==> src/nas_pkg.sv <==
// package for the nt line activation sequencer: codes, states, timing
// assumes a 125 MHz clock and a command/indication code exchange of 4 bits
package nas_pkg;

    // command codes from the controller
    localparam logic [3:0] CMD_NOP        = 4'h0;
    localparam logic [3:0] CMD_POWER_ON   = 4'h1;
    localparam logic [3:0] CMD_ACTIVATE   = 4'h2;
    localparam logic [3:0] CMD_FULL_CLEAR = 4'h3;
    localparam logic [3:0] CMD_ERROR_REQ  = 4'h4;
    localparam logic [3:0] CMD_DEACTIVATE = 4'h5;
    localparam logic [3:0] CMD_POWER_DOWN = 4'h6;
    localparam logic [3:0] CMD_LINE_ONLY  = 4'h7;

    // indication codes towards the controller
    localparam logic [3:0] IND_NONE       = 4'h0;
    localparam logic [3:0] IND_WAKE_TONE  = 4'h1;
    localparam logic [3:0] IND_POWERED_UP = 4'h2;
    localparam logic [3:0] IND_ACT_PEND   = 4'h3;
    localparam logic [3:0] IND_LINE_ONLY  = 4'h4;
    localparam logic [3:0] IND_FULL_ACT   = 4'h5;
    localparam logic [3:0] IND_ERROR      = 4'h6;
    localparam logic [3:0] IND_DEACT_PEND = 4'h7;
    localparam logic [3:0] IND_TERM_DROP  = 4'h8;

    // internal hardware timeout on the way to sync, in microseconds
    localparam int SYNC_TIMEOUT_US = 1000;
    localparam int CLOCK_MHZ       = 125;
    localparam int SYNC_TIMEOUT_CYC = SYNC_TIMEOUT_US * CLOCK_MHZ;
    localparam int TMR_W           = 20;

    typedef enum logic [7:0] {
        ST_POWERED_DOWN = 8'h01,
        ST_FULL_RESET   = 8'h02,
        ST_LINE_SYNCED  = 8'h04,
        ST_LINE_ONLY    = 8'h08,
        ST_FULL_ACTIVE  = 8'h10,
        ST_ERROR_WAIT   = 8'h20,
        ST_ACT_WAIT     = 8'h40,
        ST_DEACT_DONE   = 8'h80
    } nas_state_t;

    // received line condition, synchronised
    typedef struct packed {
        logic wake_tone;
        logic frame_sync;
        logic superframe_sync;
        logic signal_ok;
        logic live_link;
        logic line_only_hold;
        logic shutdown;
    } nas_line_t;

    typedef struct packed {
        nas_state_t          state;
        logic [TMR_W-1:0]    timer;
        logic [3:0]          ind;
        logic                ind_stb;
        logic                live_link_tx;
        logic                coef_clear;
        logic                core_reset;
        logic                powered;
        logic                err_is_live;
        nas_line_t           l1;
        nas_line_t           l2;
        // one stage past the synchroniser, for edge detection
        nas_line_t           l3;
    } nas_regs_t;

endpackage

==> src/nas_sequencer.sv <==
// activation/deactivation sequencer for a subscriber-side line transceiver
// assumes line status pins are asynchronous; commands come as one-cycle strobes
`timescale 1ns/1ps

// What this block does
// - wake tone seen gives wake tone indication
// - power-up and activate lead to full reset
// - sync reached reports pending or line-only
// - no sync gives hardware timeout or error
// - line synced: full activation or error
// - full clear resets and clears coefficients
// - error request sends live bit cleared upstream
// - line-only hold cleared reports terminal drop
// - shutdown bit cleared reports deactivation pending
// - active faults or live bit cleared give error
// - line-only activate request yields activation pending
// - line-only hold set reports activation pending
// - reset routine makes next start cold
// - deactivate resets but keeps coefficients
// - power-down enters power-down state and clears powered, no reset
// - after live-bit error, recover or warm reset
// - after signal loss error, cold reset
module nas_sequencer (
    input  wire logic       clock_i,
    input  wire logic       nrst_i,
    input  wire logic       cmd_stb_i,
    input  wire logic [3:0] cmd_code_i,
    input  wire logic       wake_tone_i,
    input  wire logic       frame_sync_i,
    input  wire logic       superframe_sync_i,
    input  wire logic       signal_ok_i,
    input  wire logic       live_link_i,
    input  wire logic       line_only_hold_i,
    input  wire logic       shutdown_i,
    output logic [3:0]      ind_code_o,
    output logic            ind_stb_o,
    output logic            live_link_tx_o,
    output logic            coef_clear_o,
    output logic            core_reset_o,
    output logic            powered_o,
    output logic [7:0]      state_o
);

    nas_pkg::nas_regs_t r_ff;
    nas_pkg::nas_regs_t nxt_r;

    localparam logic [nas_pkg::TMR_W-1:0] TMO =
        nas_pkg::TMR_W'(nas_pkg::SYNC_TIMEOUT_CYC);

    ////////////////////////////////////////////////////////////////////////////

    always_comb begin
        logic [3:0]     new_ind;
        logic           fault;
        logic           synced;
        logic           act_cmd;
        logic           lo_cmd;
        nas_pkg::nas_line_t ln;
        new_ind = nas_pkg::IND_NONE;
        nxt_r   = r_ff;
        ln      = r_ff.l2;
        // two-flop synchroniser for line status
        nxt_r.l1 = '{wake_tone_i, frame_sync_i, superframe_sync_i, signal_ok_i,
                     live_link_i, line_only_hold_i, shutdown_i};
        nxt_r.l2 = r_ff.l1;
        nxt_r.l3 = r_ff.l2;
        nxt_r.ind_stb    = 1'b0;
        nxt_r.coef_clear = 1'b0;
        nxt_r.core_reset = 1'b0;
        fault   = !ln.signal_ok || !ln.frame_sync || !ln.superframe_sync;
        synced  = ln.frame_sync && ln.superframe_sync;
        act_cmd = cmd_stb_i && cmd_code_i == nas_pkg::CMD_ACTIVATE;
        lo_cmd  = cmd_stb_i && cmd_code_i == nas_pkg::CMD_LINE_ONLY;
        if (r_ff.timer != '0) begin
            nxt_r.timer = r_ff.timer - 1'b1;
        end

        unique case (r_ff.state)
            nas_pkg::ST_POWERED_DOWN: begin
                if (ln.wake_tone && !r_ff.l3.wake_tone) begin
                    new_ind = nas_pkg::IND_WAKE_TONE;
                end
                if (cmd_stb_i && cmd_code_i == nas_pkg::CMD_POWER_ON) begin
                    nxt_r.powered = 1'b1;
                end
                if ((act_cmd || lo_cmd) && r_ff.powered) begin
                    nxt_r.state = nas_pkg::ST_FULL_RESET;
                    nxt_r.timer = TMO;
                    nxt_r.err_is_live = lo_cmd;
                    new_ind = nas_pkg::IND_POWERED_UP;
                end
            end
            nas_pkg::ST_FULL_RESET: begin
                // err_is_live holds the requested flavour here
                if (synced) begin
                    nxt_r.state = r_ff.err_is_live ? nas_pkg::ST_LINE_ONLY
                                                   : nas_pkg::ST_LINE_SYNCED;
                    new_ind = r_ff.err_is_live ? nas_pkg::IND_LINE_ONLY
                                               : nas_pkg::IND_ACT_PEND;
                    nxt_r.timer = TMO;
                    nxt_r.err_is_live = 1'b0;
                end else if (r_ff.timer == '0) begin
                    new_ind = nas_pkg::IND_ERROR;
                    nxt_r.state = nas_pkg::ST_POWERED_DOWN;
                end
            end
            nas_pkg::ST_LINE_SYNCED: begin
                if (fault || r_ff.timer == '0) begin
                    new_ind = nas_pkg::IND_ERROR;
                    nxt_r.state = nas_pkg::ST_ERROR_WAIT;
                    nxt_r.err_is_live = 1'b0;
                end else if (ln.live_link) begin
                    new_ind = nas_pkg::IND_FULL_ACT;
                    nxt_r.state = nas_pkg::ST_FULL_ACTIVE;
                end
            end
            nas_pkg::ST_FULL_ACTIVE: begin
                if (cmd_stb_i && cmd_code_i == nas_pkg::CMD_ERROR_REQ) begin
                    nxt_r.live_link_tx = 1'b0;
                    nxt_r.timer = TMO;
                end else if (!ln.shutdown) begin
                    new_ind = nas_pkg::IND_DEACT_PEND;
                    nxt_r.state = nas_pkg::ST_DEACT_DONE;
                end else if (!ln.line_only_hold) begin
                    new_ind = nas_pkg::IND_TERM_DROP;
                    nxt_r.state = nas_pkg::ST_LINE_ONLY;
                end else if (fault || !ln.live_link) begin
                    new_ind = nas_pkg::IND_ERROR;
                    nxt_r.state = nas_pkg::ST_ERROR_WAIT;
                    nxt_r.err_is_live = !fault;
                end else if (!r_ff.live_link_tx && r_ff.timer == '0) begin
                    new_ind = nas_pkg::IND_ERROR;
                    nxt_r.state = nas_pkg::ST_ERROR_WAIT;
                    nxt_r.err_is_live = 1'b0;
                end
            end
            nas_pkg::ST_LINE_ONLY: begin
                if (act_cmd) begin
                    nxt_r.state = nas_pkg::ST_ACT_WAIT;
                    nxt_r.timer = TMO;
                end else if (!ln.shutdown) begin
                    new_ind = nas_pkg::IND_DEACT_PEND;
                    nxt_r.state = nas_pkg::ST_DEACT_DONE;
                end else if (fault) begin
                    new_ind = nas_pkg::IND_ERROR;
                    nxt_r.state = nas_pkg::ST_ERROR_WAIT;
                    nxt_r.err_is_live = 1'b0;
                end else if (ln.line_only_hold && !r_ff.l3.line_only_hold) begin
                    new_ind = nas_pkg::IND_ACT_PEND;
                    nxt_r.state = nas_pkg::ST_LINE_SYNCED;
                    nxt_r.timer = TMO;
                end
            end
            nas_pkg::ST_ACT_WAIT: begin
                if (fault || r_ff.timer == '0) begin
                    new_ind = nas_pkg::IND_ERROR;
                    nxt_r.state = nas_pkg::ST_ERROR_WAIT;
                    nxt_r.err_is_live = 1'b0;
                end else begin
                    new_ind = nas_pkg::IND_ACT_PEND;
                    nxt_r.state = nas_pkg::ST_LINE_SYNCED;
                    nxt_r.timer = TMO;
                end
            end
            nas_pkg::ST_ERROR_WAIT: begin
                if (r_ff.err_is_live && !fault && ln.live_link) begin
                    new_ind = nas_pkg::IND_FULL_ACT;
                    nxt_r.state = nas_pkg::ST_FULL_ACTIVE;
                    nxt_r.live_link_tx = 1'b1;
                end else if (r_ff.err_is_live && !ln.shutdown) begin
                    new_ind = nas_pkg::IND_DEACT_PEND;
                    nxt_r.state = nas_pkg::ST_DEACT_DONE;
                end
            end
            nas_pkg::ST_DEACT_DONE: begin
                // warm reset: core restarts, coefficients kept
                nxt_r.core_reset = 1'b1;
                nxt_r.state = nas_pkg::ST_POWERED_DOWN;
                nxt_r.live_link_tx = 1'b1;
                nxt_r.err_is_live = 1'b0;
            end
            default: begin
                nxt_r.state = nas_pkg::ST_POWERED_DOWN;
            end
        endcase

        // controller routines act from any state
        if (cmd_stb_i && cmd_code_i == nas_pkg::CMD_FULL_CLEAR) begin
            nxt_r.state = nas_pkg::ST_POWERED_DOWN;
            nxt_r.core_reset = 1'b1;
            nxt_r.coef_clear = 1'b1;
            nxt_r.live_link_tx = 1'b1;
            nxt_r.err_is_live = 1'b0;
            new_ind = nas_pkg::IND_NONE;
        end else if (cmd_stb_i && cmd_code_i == nas_pkg::CMD_DEACTIVATE) begin
            nxt_r.state = nas_pkg::ST_DEACT_DONE;
            new_ind = nas_pkg::IND_NONE;
        end else if (cmd_stb_i && cmd_code_i == nas_pkg::CMD_POWER_DOWN) begin
            nxt_r.state = nas_pkg::ST_POWERED_DOWN;
            nxt_r.powered = 1'b0;
            new_ind = nas_pkg::IND_NONE;
        end else if (r_ff.state == nas_pkg::ST_ERROR_WAIT && !r_ff.err_is_live) begin
            // signal loss error: cold reset
            nxt_r.state = nas_pkg::ST_POWERED_DOWN;
            nxt_r.core_reset = 1'b1;
            nxt_r.coef_clear = 1'b1;
            nxt_r.live_link_tx = 1'b1;
        end

        if (new_ind != nas_pkg::IND_NONE) begin
            nxt_r.ind = new_ind;
            nxt_r.ind_stb = 1'b1;
        end
    end

    ////////////////////////////////////////////////////////////////////////////

    always_ff @(posedge clock_i or negedge nrst_i) begin
        if (!nrst_i) begin
            r_ff <= '{state: nas_pkg::ST_POWERED_DOWN, live_link_tx: 1'b1,
                      l1: '{default: 1'b0}, l2: '{default: 1'b0},
                      l3: '{default: 1'b0},
                      default: '0};
        end else begin
            r_ff <= nxt_r;
        end
    end

    assign ind_code_o     = r_ff.ind;
    assign ind_stb_o      = r_ff.ind_stb;
    assign live_link_tx_o = r_ff.live_link_tx;
    assign coef_clear_o   = r_ff.coef_clear;
    assign core_reset_o   = r_ff.core_reset;
    assign powered_o      = r_ff.powered;
    assign state_o        = r_ff.state;

endmodule

==> config.mk <==
export PLATFORM = sky130hd
export DESIGN_NAME = nas_sequencer
export DESIGN_NICKNAME = d
export VERILOG_FILES = /design/src/nas_pkg.sv /design/src/nas_sequencer.sv
export SDC_FILE = /design/constraint.sdc
export NUM_CORES = 1
export LEC_CHECK = 0
export ABC_AREA = 1
export BUFFER_PORTS_ARGS = -buffer_cell sky130_fd_sc_hd__clkbuf_2
export CORE_MARGIN = 2
export CORE_UTILIZATION = 49
export DETAILED_ROUTE_END_ITERATION = 6
export PLACE_DENSITY_LB_ADDON = 0.2
export RECOVER_POWER = 50
export SYNTH_ARGS = -nofsm -noshare
export SYNTH_HDL_FRONTEND = slang
export SYNTH_SLANG_ARGS = --single-unit
export TNS_END_PERCENT = 20
==> constraint.sdc <==
create_clock -name clock_i -period 2.22 [get_ports clock_i]
set_clock_uncertainty 0.05 [all_clocks]
set_input_delay 0.222 -clock clock_i [delete_from_list [all_inputs] [get_ports clock_i]]
set_output_delay 0.222 -clock clock_i [all_outputs]
set_load 0.05 [all_outputs]
==> results_dict.tcl <==
set metrics [dict create \
    status "completed" \
    design_area_sq_mm 0.004320 \
    clock_path_buffers 2 \
    rows 31 \
    antenna_found_initial 0 \
    drv_slew 0 \
    clk_latency_ps 320 \
    ant_nets 0 \
    p_leak_nw 2.101 \
    rsz0062_at_grt "no" \
    hpwl_um 7492 \
    initial_core_util 0.4983 \
    end_kind "flip-flop" \
    wire_per_inst_um 14.60 \
    whs_path_depth 6 \
    path_cells "nor2_4, nand2_2, nor2_2, buf_4, inv_2, nand2_1, nor2_1, nand2_1, nand2_2, clkinv_2, nand2_2, a21oi_2, nand2_2, o21ai_2" \
    min_path_type "in -> reg" \
    ys_types 41 \
    min_period_over_period 0.9252 \
    critPathKind "reg -> reg" \
    maxCapViolations 0 \
    htreeDepth 2 \
    yosysTopAreaCell "dfrtp_1" \
    avgSynthCellArea_sq_um 7.791 \
    viasPerCell 5.191 \
    die_area_sq_mm 0.007997 \
    period_needed_ps 2054 \
    first_iter_violations 317 \
    synthCells 459 \
    numCtsBuffers 5 \
    grt_pass1_wl_um 15550 \
    synth_top_flop_cell "dfrtp_1" \
    r2r_cells 14 \
    cp_max_fo 7 \
    fin_cells 640 \
    synth_top_area_frac 0.3639 \
    grt_max_degree 26 \
    antenna_cells 0 \
    synth_warnings 0 \
    async_reset_ff_frac 1.000 \
    crit_path_frequent_cell "nand2_2" \
    rrSetupSlack_ps 170 \
    min-delay-start "cmd_code_i[2]" \
    postPlaceCellArea_sq_mm 0.004090 \
    start_kind "flip-flop" \
    place.gp.congestion 1.067 \
    pin_count 31 \
    drt_wl_total_um 9343 \
    cp_slowest_cell "dfrtp_1" \
    synth_edf_count 0 \
    drc_errors 0 \
    max-vdd-ir-drop_mv 0.3771 \
    cts_tree "built" \
    core_area_sq_mm 0.007176 \
    fin_nets 556 \
    grt_use_total 0.2553 \
    syn-num-nets 475 \
    power_density_mw_per_mm2 850.6 \
    hold_viol 0 \
    setup_viol 0 \
    worst_r2r_endpoint "state_o[3]" \
    dp.cells 619 \
    cts.sinks 54 \
    portBuffers 30 \
    fmax_mhz 486.9 \
    ys_seq_elements 54 \
    relSlewSlack 0.4714 \
    clkTransAtPathRegs_ps 110 \
    firstDrtPassIters 5 \
    yosysSeqAreaShare 0.3786 \
    arrival_ps 2260 \
    grt_pass1_vias 3203 \
    die_width_um 89.43 \
    die_h_um 89.43 \
    worst_slew_pin_slew_ps 792.8 \
    vias 3322 \
    netlist_area_sq_mm 0.003576 \
    syn_to_final_growth_pct 20.82 \
    grt_overflow_total 0 \
    cts-root-buf "clkbuf_8" \
    fillers 659 \
    hold_end "powered_o" \
    drive_above_1_share 0.3383 \
    rr_startpoint "state_o[3]" \
    worstPathRequired_ps 2430 \
    synth_area_leaders "dfrtp_1, nand2_1, nand3_1" \
    slowest_delay_ps 430 \
]
-- worst max-delay path by stage --
| stage | from | endpoint | slack [ps] | cells after the start |
|---|---|---|---|---|
| 3_3_place_gp | r_ff[31] | r_ff[36] | -130 | 10 |
| 3_5_place_dp | r_ff[31] | r_ff[36] | -170 | 10 |
| 6_report | state_o[3] | state_o[3] | 170 | 14 |
| 4_1_cts | state_o[7] | r_ff[21] | 100 | 12 |
| 2_1_floorplan | r_ff[31] | r_ff[45] | 420 | 13 |
| 5_1_grt | r_ff[31] | r_ff[45] | 10 | 12 |
-- cell families after synthesis --
kind of cell             after synthesis  share of synthesized area
AND/OR/NAND/NOR                      269                     0.4006
buffers and inverters                 74                    0.09622
flip-flops                            54                     0.3786
AO/OA/AOI/OAI                         50                    0.09308
XOR/XNOR                              10                    0.02449
adder cells (fa/ha/maj)                2                   0.006997
-- state kept, by name, summed over array words and instances (netlist names) --
| register | count |
|---|---|
| coef_clear_o | 1 |
| powered_o | 1 |
| nxt_r | 14 |
| ind_stb_o | 1 |
| state_o | 8 |
| core_reset_o | 1 |
| r_ff | 23 |
| live_link_tx_o | 1 |
| ind_code_o | 4 |
-- Yosys cell counts, types with 4 or more instances --
cell type / number
nand3_2: 7
xnor2_1: 6
inv_1: 38
nor3_2: 6
dfrtp_1: 52
o21ai_2: 5
o21ai_1: 8
nand2_2: 14
nor2_4: 12
o211ai_1: 5
nor3_1: 12
xor2_1: 4
nand3_1: 49
inv_2: 17
a21oi_1: 7
buf_4: 13
nand4_1: 4
nor2_2: 17
nor2_1: 60
nand2_1: 75
nand2_4: 5
o21ai_0: 14
-- through the flow --
stage                     power, W    util  setup WS [ps]  hold WS (ps)  TNS [ps]
after floorplan           0.002525       -          420.0        -123.6         0
after CTS                 0.003598  0.5956          104.7         296.9         0
after detailed placement  0.002963  0.5700         -169.3         117.4    -881.6
after global placement    0.002942  0.5700         -128.3         123.6    -428.1
after global routing      0.003932  0.6021          13.65         315.0         0
final                     0.003675  0.6021          166.0         300.2         0
-- cell usage in the layout, fill, tap and decap left out, types with 2 or more instances in the layout --
| cell type | instances |
|---|---|
| o41ai_1 | 2 |
| o211ai_1 | 5 |
| o21ai_2 | 4 |
| nand2_4 | 5 |
| dlygate4sd3_1 | 8 |
| clkbuf_8 | 5 |
| clkinv_4 | 2 |
| clkbuf_1 | 2 |
| a211oi_1 | 2 |
| nand4_1 | 4 |
| clkbuf_2 | 30 |
| inv_2 | 16 |
| a21oi_2 | 3 |
| inv_1 | 38 |
| dfrtp_1 | 52 |
| a21oi_1 | 7 |
| nand2_2 | 14 |
| nor3_1 | 12 |
| buf_4 | 48 |
| nand3_4 | 2 |
| o21ai_0 | 14 |
| nand3_1 | 49 |
| o21ai_1 | 8 |
| nand3_2 | 7 |
| nor3_2 | 5 |
| nor2_1 | 59 |
| nor4_1 | 2 |
| clkinv_1 | 2 |
| ha_1 | 2 |
| nand2_1 | 75 |
| dfstp_2 | 2 |
| nor2_2 | 18 |
| xor2_1 | 4 |
| xnor2_1 | 6 |
| nor2_4 | 12 |
-- power by group --
part	switching [W]	total (W)	internal, W
logic	0.00105	0.00174	0.000691
clock network	0.000371	0.000606	0.000235
registers	0.000166	0.00133	0.00116
total	0.00158	0.00367	0.00209
-- metal layers --
layer,vias to the layer above,track usage,share of wire
met5,-,0,0
met4,0,0.06784,0.0086
met3,6,0.04894,0.087
met2,154,0.3966,0.45
met1,1526,0.3652,0.46
li1,1636,-,-
-- layout make-up --
cell class	instances	area [sq um]	share of cell area
multi-input combinational	331	1894	0.4385
tap	99	123.9	0.02867
clock inverter	3	28.78	0.006661
timing repair buffer	90	629.4	0.1457
clock buffer	5	68.82	0.01593
sequential	54	1354	0.3134
inverter	58	221.5	0.05126
-- critical path, delay by kind of cell, from the launching register on --
family,cells,cell delay (ps)
AOI/OAI and AO/OA,2,170
buffers and inverters,3,330
DFF,1,430
and+or+nand+nor,9,1000
-- timing repair --
action | CTS | global route
pin swaps | 0 | 2
setup buffers | 0 | 5
endpoints found under the setup margin | 13 | 14
resized for setup | 1 | 4
gates cloned | 0 | 0
hold buffers | 8 | 0
endpoints found under the hold margin | 20 | 0
(Power assumes the default switching activity.)
